File: src/hif_pkg.sv
// Shared offsets, field layouts, reset values and types of the host register bank.
`default_nettype none
package hif_pkg;

	// Register byte offsets on the host bus
	localparam logic [7:0]  OFS_RX_DATA      = 8'h00;
	localparam logic [7:0]  OFS_INT_EN       = 8'h5c;
	localparam logic [7:0]  OFS_BYTE_TEST    = 8'h64;
	localparam logic [7:0]  OFS_FIFO_LVL     = 8'h68;
	localparam logic [7:0]  OFS_RX_CFG       = 8'h6c;

	// Interrupt enable mask: writable positions and reset
	localparam logic [31:0] INT_EN_WMASK     = 32'h83bf_e7df;
	localparam logic [31:0] INT_EN_RESET     = 32'h0000_0000;

	// Byte-order test word
	localparam logic [31:0] BYTE_TEST_VALUE  = 32'h8765_4321;

	// FIFO level thresholds
	localparam int          TXA_LSB          = 24;
	localparam int          TSL_LSB          = 16;
	localparam int          RSL_LSB          = 0;
	localparam logic [31:0] FIFO_LVL_WMASK   = 32'hffff_00ff;
	localparam logic [31:0] FIFO_LVL_RESET   = 32'h4800_0000;
	localparam int          TX_BLOCK_SHIFT   = 6;
	localparam int          WORD_SHIFT       = 0;

	// Receive configuration fields
	localparam int          ALIGN_LSB        = 30;
	localparam int          CNT_LSB          = 16;
	localparam int          DISCARD_BIT      = 15;
	localparam int          OFF_LSB          = 8;
	localparam int          CNT_W            = 12;
	localparam int          OFF_W            = 5;
	localparam logic [11:0] CNT_RESET        = 12'h000;
	localparam logic [4:0]  OFF_RESET        = 5'h00;

	localparam logic [31:0] FILLER_WORD      = 32'h0000_0000;

	typedef enum logic [1:0] {
		ALIGN_4    = 2'b00,
		ALIGN_16   = 2'b01,
		ALIGN_32   = 2'b10,
		ALIGN_RSVD = 2'b11
	} hif_align_e;

	typedef struct packed {
		hif_align_e  align;
		logic [11:0] dma_cnt;
		logic [4:0]  offset;
	} hif_rx_cfg_s;

	typedef struct packed {
		logic        valid;
		logic        last;
		logic [31:0] data;
	} hif_rxd_s;

	// Words per aligned buffer end, minus one; reserved code behaves as 4-byte
	function automatic logic [2:0] align_mask(input hif_align_e a);
		logic [2:0] m;
		m = 3'h0;
		unique case (a)
			ALIGN_4:    m = 3'h0;
			ALIGN_16:   m = 3'h3;
			ALIGN_32:   m = 3'h7;
			ALIGN_RSVD: m = 3'h0;
		endcase
		return m;
	endfunction

endpackage
`default_nettype wire

File: src/hif_lvl_cmp.sv
// Registered compare of a FIFO level against a scaled threshold.
`timescale 1ns/1ps
`default_nettype none
module hif_lvl_cmp #(
	parameter int LVL_W = 16,
	parameter int THR_W = 8,
	parameter int SHIFT = 0
) (
	input  wire logic             mclk_i,
	input  wire logic             sys_rst_i,
	input  wire logic [LVL_W-1:0] level_i,
	input  wire logic [THR_W-1:0] thresh_i,
	output logic                  above_o
);

	logic [LVL_W+SHIFT+THR_W-1:0] thr_scaled;
	logic [LVL_W+SHIFT+THR_W-1:0] lvl_wide;

	// Shift instead of a trailing zero field, which would be empty when SHIFT is 0
	assign thr_scaled = {{(LVL_W+SHIFT){1'b0}}, thresh_i} << SHIFT;
	assign lvl_wide   = {{(SHIFT+THR_W){1'b0}}, level_i};

	// Strictly greater: equal to the threshold does not raise the event
	always_ff @(posedge mclk_i) begin
		if (sys_rst_i) begin
			above_o <= 1'b0;
		end else begin
			above_o <= (lvl_wide > thr_scaled);
		end
	end

endmodule // hif_lvl_cmp
`default_nettype wire

File: src/hif_rx_pad.sv
// Receive buffer read sequencer: leading offset words, data, trailing filler words.
`timescale 1ns/1ps
`default_nettype none
module hif_rx_pad (
	input  wire logic              mclk_i,
	input  wire logic              sys_rst_i,
	input  wire logic              flush_i,
	input  wire logic              rd_i,
	input  wire hif_pkg::hif_align_e align_i,
	input  wire logic [2:0]        word_off_i,
	input  wire hif_pkg::hif_rxd_s rxd_i,
	output logic [31:0]            word_o,
	output logic                   pop_o
);

	typedef enum logic [1:0] {
		ST_HEAD = 2'b00,
		ST_DATA = 2'b01,
		ST_PAD  = 2'b10
	} hif_pad_e;

	hif_pad_e   st_q;
	logic [2:0] lead_q;
	logic [2:0] wcnt_q;
	logic [2:0] pad_q;
	logic       lead_now;
	logic [2:0] rem;
	logic [2:0] mask;

	// Offset word count is read live, so a change applies at the next word read
	assign lead_now = (st_q == ST_HEAD) && (lead_q < word_off_i);
	assign mask     = hif_pkg::align_mask(align_i);
	assign rem      = 3'(wcnt_q + 3'h1) & mask;
	assign pop_o    = rd_i && rxd_i.valid && !lead_now && (st_q != ST_PAD);
	assign word_o   = pop_o ? rxd_i.data : hif_pkg::FILLER_WORD;

	always_ff @(posedge mclk_i) begin
		if (sys_rst_i || flush_i) begin
			st_q   <= ST_HEAD;
			lead_q <= 3'h0;
			wcnt_q <= 3'h0;
			pad_q  <= 3'h0;
		end else if (rd_i) begin
			unique case (st_q)
				ST_HEAD: begin
					if (lead_now) begin
						lead_q <= 3'(lead_q + 3'h1);
						wcnt_q <= 3'(wcnt_q + 3'h1);
					end else if (pop_o) begin
						wcnt_q <= 3'(wcnt_q + 3'h1);
						st_q   <= ST_DATA;
					end
				end
				ST_DATA: begin
					if (pop_o) begin
						wcnt_q <= 3'(wcnt_q + 3'h1);
					end
				end
				ST_PAD: begin
					pad_q <= 3'(pad_q - 3'h1);
					if (pad_q == 3'h1) begin
						st_q   <= ST_HEAD;
						lead_q <= 3'h0;
						wcnt_q <= 3'h0;
					end
				end
			endcase
			// Last data word: work out filler up to the selected end alignment
			if (pop_o && rxd_i.last) begin
				if (rem == 3'h0) begin
					st_q   <= ST_HEAD;
					lead_q <= 3'h0;
					wcnt_q <= 3'h0;
				end else begin
					st_q  <= ST_PAD;
					pad_q <= 3'(mask - rem + 3'h1);
				end
			end
		end
	end

endmodule // hif_rx_pad
`default_nettype wire

File: src/hif_regs.sv
// Host register bank: interrupt mask, byte test, FIFO thresholds, receive configuration.
`timescale 1ns/1ps
`default_nettype none
module hif_regs #(
	parameter int LVL_W = 16
) (
	input  wire logic             mclk_i,
	input  wire logic             sys_rst_i,
	// Host register access, synchronous one-cycle strobes
	input  wire logic             host_wr_i,
	input  wire logic             host_rd_i,
	input  wire logic [7:0]       host_addr_i,
	input  wire logic [31:0]      host_wdata_i,
	output logic [31:0]           host_rdata_o,
	output logic                  host_rvalid_o,
	// Interrupt status sources and line
	input  wire logic [31:0]      interrupt_status_flags_i,
	output logic                  host_irq_o,
	// FIFO levels
	input  wire logic [LVL_W-1:0] tx_data_free_bytes_i,
	input  wire logic [LVL_W-1:0] tx_status_used_i,
	input  wire logic [LVL_W-1:0] rx_status_used_i,
	output logic                  transmit_space_available_event_o,
	output logic                  transmit_status_level_event_o,
	output logic                  receive_status_level_event_o,
	// Receive data FIFO head and control
	input  wire logic             rxd_valid_i,
	input  wire logic             rxd_last_i,
	input  wire logic [31:0]      rxd_data_i,
	output logic                  rxd_pop_o,
	output logic                  rx_flush_o,
	output logic                  rx_dma_done_o,
	output logic [1:0]            receive_byte_shift_o
);

	logic [31:0]          int_en_q;
	logic [31:0]          fifo_lvl_q;
	hif_pkg::hif_align_e  align_q;
	logic [4:0]           offset_q;
	logic [11:0]          dma_cnt_q;
	hif_pkg::hif_rx_cfg_s rx_cfg;
	hif_pkg::hif_rxd_s    rxd;

	logic                 wr_int_en;
	logic                 wr_fifo_lvl;
	logic                 wr_rx_cfg;
	logic                 rd_data_port;
	logic [31:0]          pad_word;
	logic                 pad_pop;
	logic [31:0]          rdata_d;
	logic [31:0]          rx_cfg_view;
	logic                 cnt_write;
	logic [11:0]          cnt_new;

	// Strobe qualified by one register offset
	function automatic logic reg_hit(
		input logic       strobe,
		input logic [7:0] addr,
		input logic [7:0] ofs
	);
		return strobe && (addr == ofs);
	endfunction

	assign wr_int_en    = reg_hit(host_wr_i, host_addr_i, hif_pkg::OFS_INT_EN);
	assign wr_fifo_lvl  = reg_hit(host_wr_i, host_addr_i, hif_pkg::OFS_FIFO_LVL);
	assign wr_rx_cfg    = reg_hit(host_wr_i, host_addr_i, hif_pkg::OFS_RX_CFG);
	assign rd_data_port = reg_hit(host_rd_i, host_addr_i, hif_pkg::OFS_RX_DATA);

	assign rxd.valid = rxd_valid_i;
	assign rxd.last  = rxd_last_i;
	assign rxd.data  = rxd_data_i;

	// Interrupt enable mask
	always_ff @(posedge mclk_i) begin
		if (sys_rst_i) begin
			int_en_q <= hif_pkg::INT_EN_RESET;
		end else if (wr_int_en) begin
			// Reserved positions are cut by the mask and stay zero
			int_en_q <= host_wdata_i & hif_pkg::INT_EN_WMASK;
		end
	end

	// Status arrives untouched from outside; only the line is gated
	always_ff @(posedge mclk_i) begin
		if (sys_rst_i) begin
			host_irq_o <= 1'b0;
		end else begin
			host_irq_o <= |(interrupt_status_flags_i & int_en_q);
		end
	end

	// FIFO level thresholds
	always_ff @(posedge mclk_i) begin
		if (sys_rst_i) begin
			fifo_lvl_q <= hif_pkg::FIFO_LVL_RESET;
		end else if (wr_fifo_lvl) begin
			fifo_lvl_q <= host_wdata_i & hif_pkg::FIFO_LVL_WMASK;
		end
	end

	hif_lvl_cmp #(
		.LVL_W (LVL_W),
		.THR_W (8),
		.SHIFT (hif_pkg::TX_BLOCK_SHIFT)
	) u_txa_cmp (
		.mclk_i    (mclk_i),
		.sys_rst_i (sys_rst_i),
		.level_i   (tx_data_free_bytes_i),
		.thresh_i  (fifo_lvl_q[hif_pkg::TXA_LSB +: 8]),
		.above_o   (transmit_space_available_event_o)
	);

	hif_lvl_cmp #(
		.LVL_W (LVL_W),
		.THR_W (8),
		.SHIFT (hif_pkg::WORD_SHIFT)
	) u_tsl_cmp (
		.mclk_i    (mclk_i),
		.sys_rst_i (sys_rst_i),
		.level_i   (tx_status_used_i),
		.thresh_i  (fifo_lvl_q[hif_pkg::TSL_LSB +: 8]),
		.above_o   (transmit_status_level_event_o)
	);

	hif_lvl_cmp #(
		.LVL_W (LVL_W),
		.THR_W (8),
		.SHIFT (hif_pkg::WORD_SHIFT)
	) u_rsl_cmp (
		.mclk_i    (mclk_i),
		.sys_rst_i (sys_rst_i),
		.level_i   (rx_status_used_i),
		.thresh_i  (fifo_lvl_q[hif_pkg::RSL_LSB +: 8]),
		.above_o   (receive_status_level_event_o)
	);

	// Receive configuration: alignment and offset fields, each in its own register
	always_ff @(posedge mclk_i) begin
		if (sys_rst_i) begin
			align_q  <= hif_pkg::ALIGN_4;
			offset_q <= hif_pkg::OFF_RESET;
		end else if (wr_rx_cfg) begin
			align_q  <= hif_pkg::hif_align_e'(host_wdata_i[hif_pkg::ALIGN_LSB +: 2]);
			offset_q <= host_wdata_i[hif_pkg::OFF_LSB +: hif_pkg::OFF_W];
		end
	end

	assign cnt_write = wr_rx_cfg;
	assign cnt_new   = host_wdata_i[hif_pkg::CNT_LSB +: hif_pkg::CNT_W];

	// Countdown: a host write wins over a same-cycle decrement
	always_ff @(posedge mclk_i) begin
		if (sys_rst_i) begin
			dma_cnt_q     <= hif_pkg::CNT_RESET;
			rx_dma_done_o <= 1'b0;
		end else begin
			rx_dma_done_o <= 1'b0;
			if (cnt_write) begin
				dma_cnt_q <= cnt_new;
			end else if (rd_data_port && (dma_cnt_q != 12'h000)) begin
				dma_cnt_q <= 12'(dma_cnt_q - 12'h001);
				if (dma_cnt_q == 12'h001) begin
					rx_dma_done_o <= 1'b1;
				end
			end
		end
	end

	// Fields are stored apart so that each has a single writing process
	assign rx_cfg = {align_q, dma_cnt_q, offset_q};

	// Discard is a one-cycle flush pulse; the bit itself is never stored
	always_ff @(posedge mclk_i) begin
		if (sys_rst_i) begin
			rx_flush_o <= 1'b0;
		end else begin
			rx_flush_o <= wr_rx_cfg && host_wdata_i[hif_pkg::DISCARD_BIT];
		end
	end

	// Byte part of the offset goes to the data packer; the word part is inserted here
	always_ff @(posedge mclk_i) begin
		if (sys_rst_i) begin
			receive_byte_shift_o <= 2'b00;
		end else begin
			receive_byte_shift_o <= rx_cfg.offset[1:0];
		end
	end

	hif_rx_pad u_rx_pad (
		.mclk_i     (mclk_i),
		.sys_rst_i  (sys_rst_i),
		.flush_i    (rx_flush_o),
		.rd_i       (rd_data_port),
		.align_i    (rx_cfg.align),
		.word_off_i (rx_cfg.offset[4:2]),
		.rxd_i      (rxd),
		.word_o     (pad_word),
		.pop_o      (pad_pop)
	);

	// Pop is registered, so the head advances one cycle after the read
	always_ff @(posedge mclk_i) begin
		if (sys_rst_i) begin
			rxd_pop_o <= 1'b0;
		end else begin
			rxd_pop_o <= pad_pop;
		end
	end

	always_comb begin
		rx_cfg_view = 32'h0000_0000;
		rx_cfg_view[hif_pkg::ALIGN_LSB +: 2]           = rx_cfg.align;
		rx_cfg_view[hif_pkg::CNT_LSB +: hif_pkg::CNT_W] = rx_cfg.dma_cnt;
		rx_cfg_view[hif_pkg::OFF_LSB +: hif_pkg::OFF_W] = rx_cfg.offset;
	end

	// Read mux; unmapped offsets read zero
	always_comb begin
		rdata_d = 32'h0000_0000;
		unique case (host_addr_i)
			hif_pkg::OFS_RX_DATA:   rdata_d = pad_word;
			hif_pkg::OFS_INT_EN:    rdata_d = int_en_q;
			hif_pkg::OFS_BYTE_TEST: rdata_d = hif_pkg::BYTE_TEST_VALUE;
			hif_pkg::OFS_FIFO_LVL:  rdata_d = fifo_lvl_q;
			hif_pkg::OFS_RX_CFG:    rdata_d = rx_cfg_view;
			default:                rdata_d = 32'h0000_0000;
		endcase
	end

	always_ff @(posedge mclk_i) begin
		if (sys_rst_i) begin
			host_rdata_o  <= 32'h0000_0000;
			host_rvalid_o <= 1'b0;
		end else begin
			host_rvalid_o <= host_rd_i;
			if (host_rd_i) begin
				host_rdata_o <= rdata_d;
			end
		end
	end

endmodule // hif_regs
`default_nettype wire

File: config.mk
export PLATFORM = sky130hd
export DESIGN_NAME = hif_regs
export DESIGN_NICKNAME = d
export VERILOG_FILES = /design/src/hif_pkg.sv /design/src/hif_lvl_cmp.sv /design/src/hif_rx_pad.sv /design/src/hif_regs.sv
export SDC_FILE = /design/constraint.sdc
export NUM_CORES = 1
export LEC_CHECK = 0
export BUFFER_PORTS_ARGS = -buffer_cell sky130_fd_sc_hd__buf_2
export CORE_UTILIZATION = 40
export CTS_CLUSTER_DIAMETER = 80
export DETAILED_ROUTE_END_ITERATION = 8
export PLACE_DENSITY = 0.65
export SLEW_MARGIN = 40
export SYNTH_ARGS = -nofsm -noshare
export SYNTH_HDL_FRONTEND = slang
export SYNTH_SLANG_ARGS = --single-unit
File: constraint.sdc
create_clock -name mclk_i -period 3.2 [get_ports mclk_i]
set_input_delay 0.64 -clock mclk_i [delete_from_list [all_inputs] [get_ports mclk_i]]
set_output_delay 0.64 -clock mclk_i [all_outputs]
set_load 0.005 [all_outputs]
# Word-level counts from Yosys, hierarchy flattened
# Cells that the tools add are included.
[totals]
ff_bits = 119
input_bits = 158
output_inout_bits = 42
wordCells = 97
[classes]
addsub = 6
magnitude_cmp = 4
eq_ne = 15
mux = 26
n_bitwise = 3
reduce_logical = 24
[ops]
columns = ["operator", "n"]
rows = [
  ["32-bit case mux with 5 select lines", 1],
  ["3-bit two-way mux", 12],
  ["32-bit bitwise AND", 1],
  ["8-bit by 7-bit == test with 1-bit output (second input constant)", 4],
  ["16-bit by 8-bit > comparator with 1-bit output", 2],
  ["32-bit two-way mux", 1],
  ["32-bit OR reduction", 1],
  ["12-bit two-way mux", 2],
  ["3-bit case mux with 3 select lines", 2],
  ["16-bit by 14-bit > comparator with 1-bit output", 1],
  ["12-bit by 1-bit == test with 1-bit output (second input constant)", 1],
  ["12-bit nonzero test", 1],
  ["12-bit by 1-bit subtractor with 12-bit output (second input constant)", 1],
  ["1-bit logical AND", 11],
  ["2-bit two-way mux", 5],
  ["3-bit by 1-bit adder with 3-bit output (second input constant)", 3],
  ["8-bit zero test", 1],
  ["2-bit == test (second input constant)", 3],
  ["3-bit != test (second input constant)", 2],
  ["3-bit case mux with 2 select lines", 1],
  ["5-bit AND reduction", 1],
  ["2-bit by 1-bit == test with 1-bit output (second input constant)", 2],
  ["2-bit zero test", 2],
  ["2-bit case mux with 2 select lines", 1],
  ["16 further kinds", 16],
]

# Logic depth before layout (Yosys ltp)
# Gate-level depths: netlist (run 1).
[depth]
ltp_word = 10
depth_mapped = 9
mapped_depth_nobuf = 8

# Cells and area by module
# From an unflattened synthesis (run 1), not the netlist that was laid out.
[unflattened]
cells_unflattened = 837
area_unflattened_um2 = 6637.6
[modules_own_cells]
columns = ["module", "n_inst", "cells_per_inst", "area_per_inst_um2", "seq_area_each_um2"]
rows = [
  ["hif_regs", 1, 560, 4534.3, 2102.0],
  ["hif_rx_pad", 1, 179, 1330.0, 220.2],
  ["hif_lvl_cmp at u_rsl_cmp ...", 2, 32, 260.2, 20.0],
  ["hif_lvl_cmp at u_txa_cmp", 1, 34, 252.7, 20.0],
]

# Least setup slack after synthesis (run 1)
# No wires, ideal clock.
[synth_path]
kind = "in2reg"
start = "input host_rd_i"
end = "register u_rx_pad.pad_q[1]"
setup_ns = 0.132
arrival_time_ns = 2.482
t_required_ns = 3.068
path_slack_ns = 0.586
cell_stages = 8
n_path_buf = 2
cell_sequence = "buf_4 -> or4b_4 -> or3b_1 -> buf_6 -> nor4_4 -> a211oi_1 -> a211oi_1 -> a211oi_1"
[synth_via]
elab_chain_len = 6
[synth_rtl]
columns = ["item", "line_no", "text"]
rows = [
  ["start, declared", "hif_regs.sv:11", "input wire logic host_rd_i,"],
  ["1-bit logical AND *", "hif_regs.sv:61", "return strobe && (addr == ofs);"],
  ["1-bit logical AND (3 in series)", "hif_rx_pad.sv:34", "assign pop_o = rd_i && rxd_i.valid && !lead_now && (st_q != ST_PAD);"],
  ["1-bit logical AND", "hif_rx_pad.sv:69", "if (pop_o && rxd_i.last) begin"],
  ["3-bit two-way mux", "hif_rx_pad.sv:69", ""],
  ["end signal, assigned", "hif_rx_pad.sv:60", "pad_q <= 3'(pad_q - 3'h1);"],
  ["end signal, assigned", "hif_rx_pad.sv:76", "pad_q <= 3'(mask - rem + 3'h1);"],
  ["end, declared", "hif_rx_pad.sv:25", "logic [2:0] pad_q;"],
]
# Mark *: on every way between the ends. The rest lies on a longest branch, timed or not.
# A chain may end at the register's enable or synchronous reset.

# Final worst setup path (run 1)
[layout_path]
start = "input host_addr_i[2]"
end = "register u_rx_pad.pad_q[1]"
[layout_via]
elab_chain_len = 7
[layout_rtl]
columns = ["item", "line_no", "text"]
rows = [
  ["start, declared", "hif_regs.sv:12", "input wire logic [7:0] host_addr_i,"],
  ["8-bit zero test *", "hif_regs.sv:61", ""],
  ["1-bit logical AND *", "hif_regs.sv:61", ""],
  ["1-bit logical AND (3 in series)", "hif_rx_pad.sv:34", ""],
  ["1-bit logical AND", "hif_rx_pad.sv:69", ""],
  ["3-bit two-way mux", "hif_rx_pad.sv:69", ""],
]
# Marks and branches as above.

==> impl_metrics.yaml, run 1 <==
logic_synthesis:
  synth.mux.area_fraction_pct: 0.4955
  yosys_warnings: 0
  syn_inst: 795
  synth_xor_area_share_pct: 0.8325
  synth_fp_nets: 991
  ys_seq_area_share_pct: 37.74
  synthAdderAreaFrac_pct: 7.532
  synth_top_family_by_area: "compound AO/OA/AOI/OAI gates"
  synth_compound_area_share_pct: 24.80
  async_flop_share_pct: 0
  synth.distinct_cells: 68
  synth-edff-count: 0
  synthSimpleGateAreaFrac_pct: 22.89
  ys_ff_latch: 119
  synthFlopType: "dfxtp_1"
  syn_area_per_cell_um2: 7.940
  syn_area_um2: 6312
floorplanning:
  die_height_um: 127.6
  start_util_pct: 41.22
  row_count: 45
  ioPinCount: 200
  core-area_um2: 15310
  die-area_um2: 16290
  die_w_um: 127.6
final_layout:
  areaGrowthSynthToFinish_pct: 29.59
  layout-drive-gt1-share_pct: 26.32
  finalNetCount: 1171
  final_common_cell: "buf_2"
  fin_cells: 1202
  final_cell_mix: "buf_2, nand2_1, dfxtp_1, a21oi_1, nor2_1"
  fin_util_pct: 53.42
  n_fill_cell: 1541
sta:
  finalMaxSlewViolations: 0
  slew_headroom_pct: 44.73
  fin_ws_ps: 625.3
  hold_viol: 0
  rsz0062_at_grt: "false"
  fin_crit_ps: 2575
  setup_tns_ps: 0
  worst_pin_slew_ps: 826.0
  max_freq_ghz: 0.3884
  period_share_pct: 80.46
  setup_viol: 0
  fin_skew_ps: 8.422
clocking:
  cts_tree: "built"
  clockBufferDepth: 2
  post_cts_buffers: 0
  cts_resized: 0
  clkSinkCount: 119
  clkLatencyLatePin_ps: 420
  cts-root-buf: "clkbuf_16"
  cts.htree.levels: 4
  clk_pin_slew_worst_paths_ps: 60
  holdBufCountCts: 0
  cts_buffers: 17
placement:
  portBuffers: 190
  gp_congestion: 0.8975
  place_ws_ps: 238.3
  hpwl_um: 15930
  placed_cells: 1167
detailed_routing:
  wl_met3_um: 1690
  finalWirelength_um: 20990
  ant_nets: 0
  routedWlPerCell_um: 17.46
  met2_wirelength_um: 9108
  wl_met1_um: 9599
  topRoutingLayerUsed: "met4"
  vias: 6543
  first_pass_iters: 7
  vias_per_cell: 5.443
  drtIter0Drc: 582
  drc: 0
setup_path:
  cpPeakStageDelay_ps: 580
  crit_path_start_kind: "input pin"
  cp-end-kind: "flip-flop"
  crit_path_cell_trace: "buf_2 > nor4_1 > or3b_1 > nor4_4 > a211oi_1 > a211oi_1 > a211oi_1"
  worstPathRequired_ps: 3480
  cp_slowest_cell: "or3b_1"
  crit_family: "simple AND/OR/NAND/NOR gates"
  r2r_cells: 6
  critical_path_buf_inv_count: 1
  worst-setup-path-type: "in2reg"
  crit_cells: 7
  cp_data_arrival_time_ps: 2860
  cp_max_fo: 9
  crit_top_cell: "a211oi_1"
power:
  powerDensity_nw_per_um2: 477.8
  p_total_w: 0.003909
  power_leakage_nw: 3.257
  peakVddDrop_mv: 0.4389
global_route:
  grt_pass1_vias: 5960
  gr-usage-all-layers_pct: 26.17
  grt_max_degree: 44
  grt_overflow: 0
  antenna_found_initial: 3
  grt_pass1_wl_um: 32200
worst_hold_path:
  hp-class: "reg2reg"
  whs_path_depth: 2
job:
  drv_cap: 0
outcome:
  status: "complete, no violations"
==> power breakdown <==
group,internal [W],switching [W]
sequential,0.00150,0.00000811
clock,0.00141,0.000723
combinational,0.000124,0.000146
==> through the flow <==
stage	hold slack, ps	cell area (um2)
after global routing	461.1	8178
final	443.7	8180
after floorplan	443.7	6312
after CTS	444.7	8173
after global placement	432.3	7513
after detailed placement	437.1	7513
==> final cells by class <==
cell class | instances | area (um2) | area share [%]
multi-input cells | 586 | 3581 | 43.77
flip-flops and latches | 119 | 2382 | 29.12
repair buffers | 211 | 1136 | 13.89
clock buffers | 18 | 439.2 | 5.369
well taps | 211 | 264.0 | 3.227
clock inverters | 14 | 220.2 | 2.692
inverters | 40 | 150.1 | 1.835
diodes | 3 | 7.507 | 0.09177
==> path summary, 6_finish.rpt <==
path	start	endpoint	slack, ps
hold reg to reg	host_rdata_o[0]	host_rdata_o[0]	440
setup / recovery	host_addr_i[2]	u_rx_pad.pad_q[1]	630
hold / removal	host_rdata_o[0]	host_rdata_o[0]	440
setup reg to reg	dma_cnt_q[2]	dma_cnt_q[3]	820
==> cells in the mapped netlist (7+ instances only) <==
cell      instances  area (um2)
a311oi_1          9       78.83
inv_1            40       150.1
a222oi_1          8       80.08
o21a_1            7       52.55
nor3_1            9       45.04
nand3_1          11       55.05
a22oi_1          24       180.2
nand2_1         150       563.0
nor2_1           63       236.5
clkbuf_1         37       138.9
a21oi_1          80       400.4
buf_2             9       45.04
o21ai_0          26       130.1
ha_1             38       475.5
a211oi_1         21       157.7
a31oi_1           9       56.30
dfxtp_1         119        2382
nor2b_1          13       81.33
nor4_1           12       75.07
a221oi_1         10       87.58
==> state kept, by name, summed over array words and instances, names as in the netlist <==
register and flops:
u_rx_pad.pad_q 3, host_rdata_o 32, u_rx_pad.lead_q 3, rxd_pop_o 1, host_irq_o 1, u_rx_pad.wcnt_q 3, align_q 2, u_txa_cmp.above_o 1
receive_byte_shift_o 2, u_tsl_cmp.above_o 1, rx_flush_o 1, fifo_lvl_q 24, host_rvalid_o 1, rx_dma_done_o 1, dma_cnt_q 12, offset_q 5
u_rx_pad.st_q 2, u_rsl_cmp.above_o 1, int_en_q 23
==> tightest hold or removal path, stage by stage, from the launching register on <==
cell and delay, ps:
dfxtp_1 300, nand2_1 50, o21ai_1 50
==> cell families after synthesis <==
logic type | Yosys count
flip-flops | 119
AO/OA/AOI/OAI | 233
AND/OR/NAND/NOR | 306
buffers and inverters | 90
multiplexers | 3
XOR/XNOR | 6
adder cells (fa/ha/maj) | 38
==> layer usage <==
metal  up-vias  GRT usage (%)
li1       3226              -
met1      2983          36.07
met2       288          39.31
met3        46          5.402
met4         0          11.70
met5         -              0
(Power assumes the default switching activity.)
==> run 2: changes to the inputs <==
Settings changed: ABC_AREA from default to 1.
Clock period 3.2 ns to 2.5 ns, I/O delays scaled along.
==> impl_metrics.yaml, run 2 <==
final_layout:
  regMostFlops: "host_rdata_o"
  final_cell_mix: "nand2_1, buf_2, a21oi_1, dfxtp_1, inv_1"
  layout-drive-gt1-share_pct: 23.58
  n_fill_cell: 1576
  stdcell_area_um2: 8219
  finalNetCount: 1290
  largest_register_ffs: 32
  top_regs: "host_rdata_o x32, fifo_lvl_q x24, int_en_q x23"
  areaGrowthSynthToFinish_pct: 30.70
  fin_util_pct: 53.87
  num_antenna_cells: 0
  final_common_cell: "nand2_1"
sta:
  finalMaxSlewViolations: 0
  fin_skew_ps: 8.351
  setup_viol: 0
  fin_crit_ps: 2200
  period_share_pct: 87.99
  hold_viol: 0
  hold_slack_ps: 305.0
  max_freq_ghz: 0.4546
  rsz0062_at_grt: "false"
  slew_headroom_pct: 62.73
  setup_tns_ps: 0
  worst_pin_slew_ps: 555.3
detailed_routing:
  ant_nets: 0
  routedWlPerCell_um: 14.80
  topRoutingLayerUsed: "met4"
  drc: 0
  finalWirelength_um: 19510
  drtIter0Drc: 526
  met2_wirelength_um: 8589
  wl_met1_um: 9388
  vias: 6647
  vias_per_cell: 5.043
  first_pass_iters: 5
  wl_met3_um: 1094
logic_synthesis:
  synthFlopType: "dfxtp_1"
  synth-edff-count: 0
  synth_fp_nets: 1094
  yosys_warnings: 0
  synth_most_common_cell: "nand2_1"
  synth_area_leaders: "dfxtp_1, nand2_1, a21oi_1, ha_1, inv_1"
  yosysTopAreaCell: "dfxtp_1"
  ys_seq_area_share_pct: 37.88
  synth_top_area_share_pct: 37.88
  ys_top_cells_by_count: "nand2_1, a21oi_1, dfxtp_1, inv_1, o21ai_0"
  syn_area_per_cell_um2: 7.003
  syn_area_um2: 6289
  syn_inst: 898
  synth.distinct_cells: 36
  ys_ff_latch: 119
  async_flop_share_pct: 0
placement:
  hpwl_um: 14680
  portBuffers: 190
  placed_cell_area_um2: 7567
  gp_congestion: 0.9050
clocking:
  cts_tree: "built"
  cts_resized: 0
  cts.htree.levels: 4
  holdBufCountCts: 0
  clockBufferDepth: 2
  clk_pin_slew_worst_paths_ps: 60
  cts_buffers: 17
  clkLatencyLatePin_ps: 430
  clkSinkCount: 119
  post_cts_buffers: 0
  cts-root-buf: "clkbuf_16"
power:
  p_total_w: 0.004918
  power_leakage_nw: 3.551
  peakVddDrop_mv: 0.4637
  powerDensity_nw_per_um2: 598.3
setup_path:
  worstPathRequired_ps: 2850
  crit_path_start_kind: "flip-flop"
  cp-end-kind: "flip-flop"
  worst-setup-path-type: "reg2reg"
  ff2ff_setup_slack_ps: 300
  cp_data_arrival_time_ps: 2550
  cp_max_fo: 9
job:
  drv_cap: 0
global_route:
  grt_max_degree: 38
  grt_overflow: 0
  grt_pass1_wl_um: 30650
  antenna_found_initial: 0
  grt_pass1_vias: 6170
  gr-usage-all-layers_pct: 24.47
floorplanning:
  die_height_um: 127.4
  die_w_um: 127.4
  row_count: 45
  ioPinCount: 200
  die-area_um2: 16230
  core-area_um2: 15260
  start_util_pct: 41.21
worst_hold_path:
  hp-class: "in2reg"
outcome:
  status: "complete, no violations"
[run 2: cell types whose count changed in the layout (fill, tap and decap cells not counted), sizes merged, moves of 13 or more]
| cell | before | now |
|---|---|---|
| nand2 | 150 | 227 |
| inv | 43 | 108 |
| a21oi | 81 | 131 |
| o21ai | 28 | 73 |
| nand3 | 11 | 37 |
| nor2 | 63 | 37 |
| a22oi | 24 | 0 |
| a211oi | 22 | 3 |
| nor2b | 13 | 0 |
[run 2: final cells by class]
| type | count | area, um2 | area share (%) |
|---|---|---|---|
| repair buffers | 215 | 1176 | 14.31 |
| clock inverters | 15 | 226.5 | 2.755 |
| flip-flops and latches | 119 | 2382 | 28.98 |
| inverters | 107 | 401.6 | 4.887 |
| clock buffers | 17 | 425.4 | 5.176 |
| well taps | 211 | 264.0 | 3.212 |
| multi-input cells | 634 | 3343 | 40.68 |
[run 2: routing by layer]
| layer | vias up | track usage (%) |
|---|---|---|
| met5 | - | 0 |
| met4 | 0 | 9.384 |
| met3 | 28 | 5.025 |
| met2 | 204 | 37.58 |
| met1 | 3001 | 33.67 |
| li1 | 3414 | - |
[run 2: logic make-up after synthesis]
| kind of cell | after synthesis | synth area share [%] |
|---|---|---|
| simple gates | 328 | 21.59 |
| compound gates | 260 | 22.90 |
| buf+inv | 145 | 8.953 |
| flops | 119 | 37.88 |
| fa+ha+maj | 38 | 7.561 |
| xor+xnor | 8 | 1.114 |
[run 2: worst paths after layout]
kind                                       start            endpoint  depth (start not counted)
worst max register to register       offset_q[4]  u_rx_pad.lead_q[2]                         10
worst min register to register  host_rdata_o[28]    host_rdata_o[28]                          2
worst max-delay path                 offset_q[4]  u_rx_pad.lead_q[2]                         10
worst min-delay path            host_wdata_i[30]      fifo_lvl_q[30]                          3
[run 2: where the power goes]
part	switching (W)	internal (W)
clock network	0.000944	0.00177
logic	0.000164	0.000134
registers	0.00000216	0.00190
total	0.00111	0.00381
[run 2: critical path, stage by stage (launching register included)]
cell and delay [ps]:
dfxtp_1 310, inv_1 70, ha_1 310, a21oi_1 190, nand3_1 160, nand3_2 120, buf_4 170, nor2_2 60
a21oi_1 430, o211ai_1 170, a21oi_1 150
[run 2: metrics by stage]
stage	setup slack, ps	std cells
6_report	300.2	1318
5_1_grt	126.3	1318
4_1_cts	278.5	1318
3_5_place_dp	217.5	1286
3_3_place_gp	260.7	1286
2_1_floorplan	688.2	898
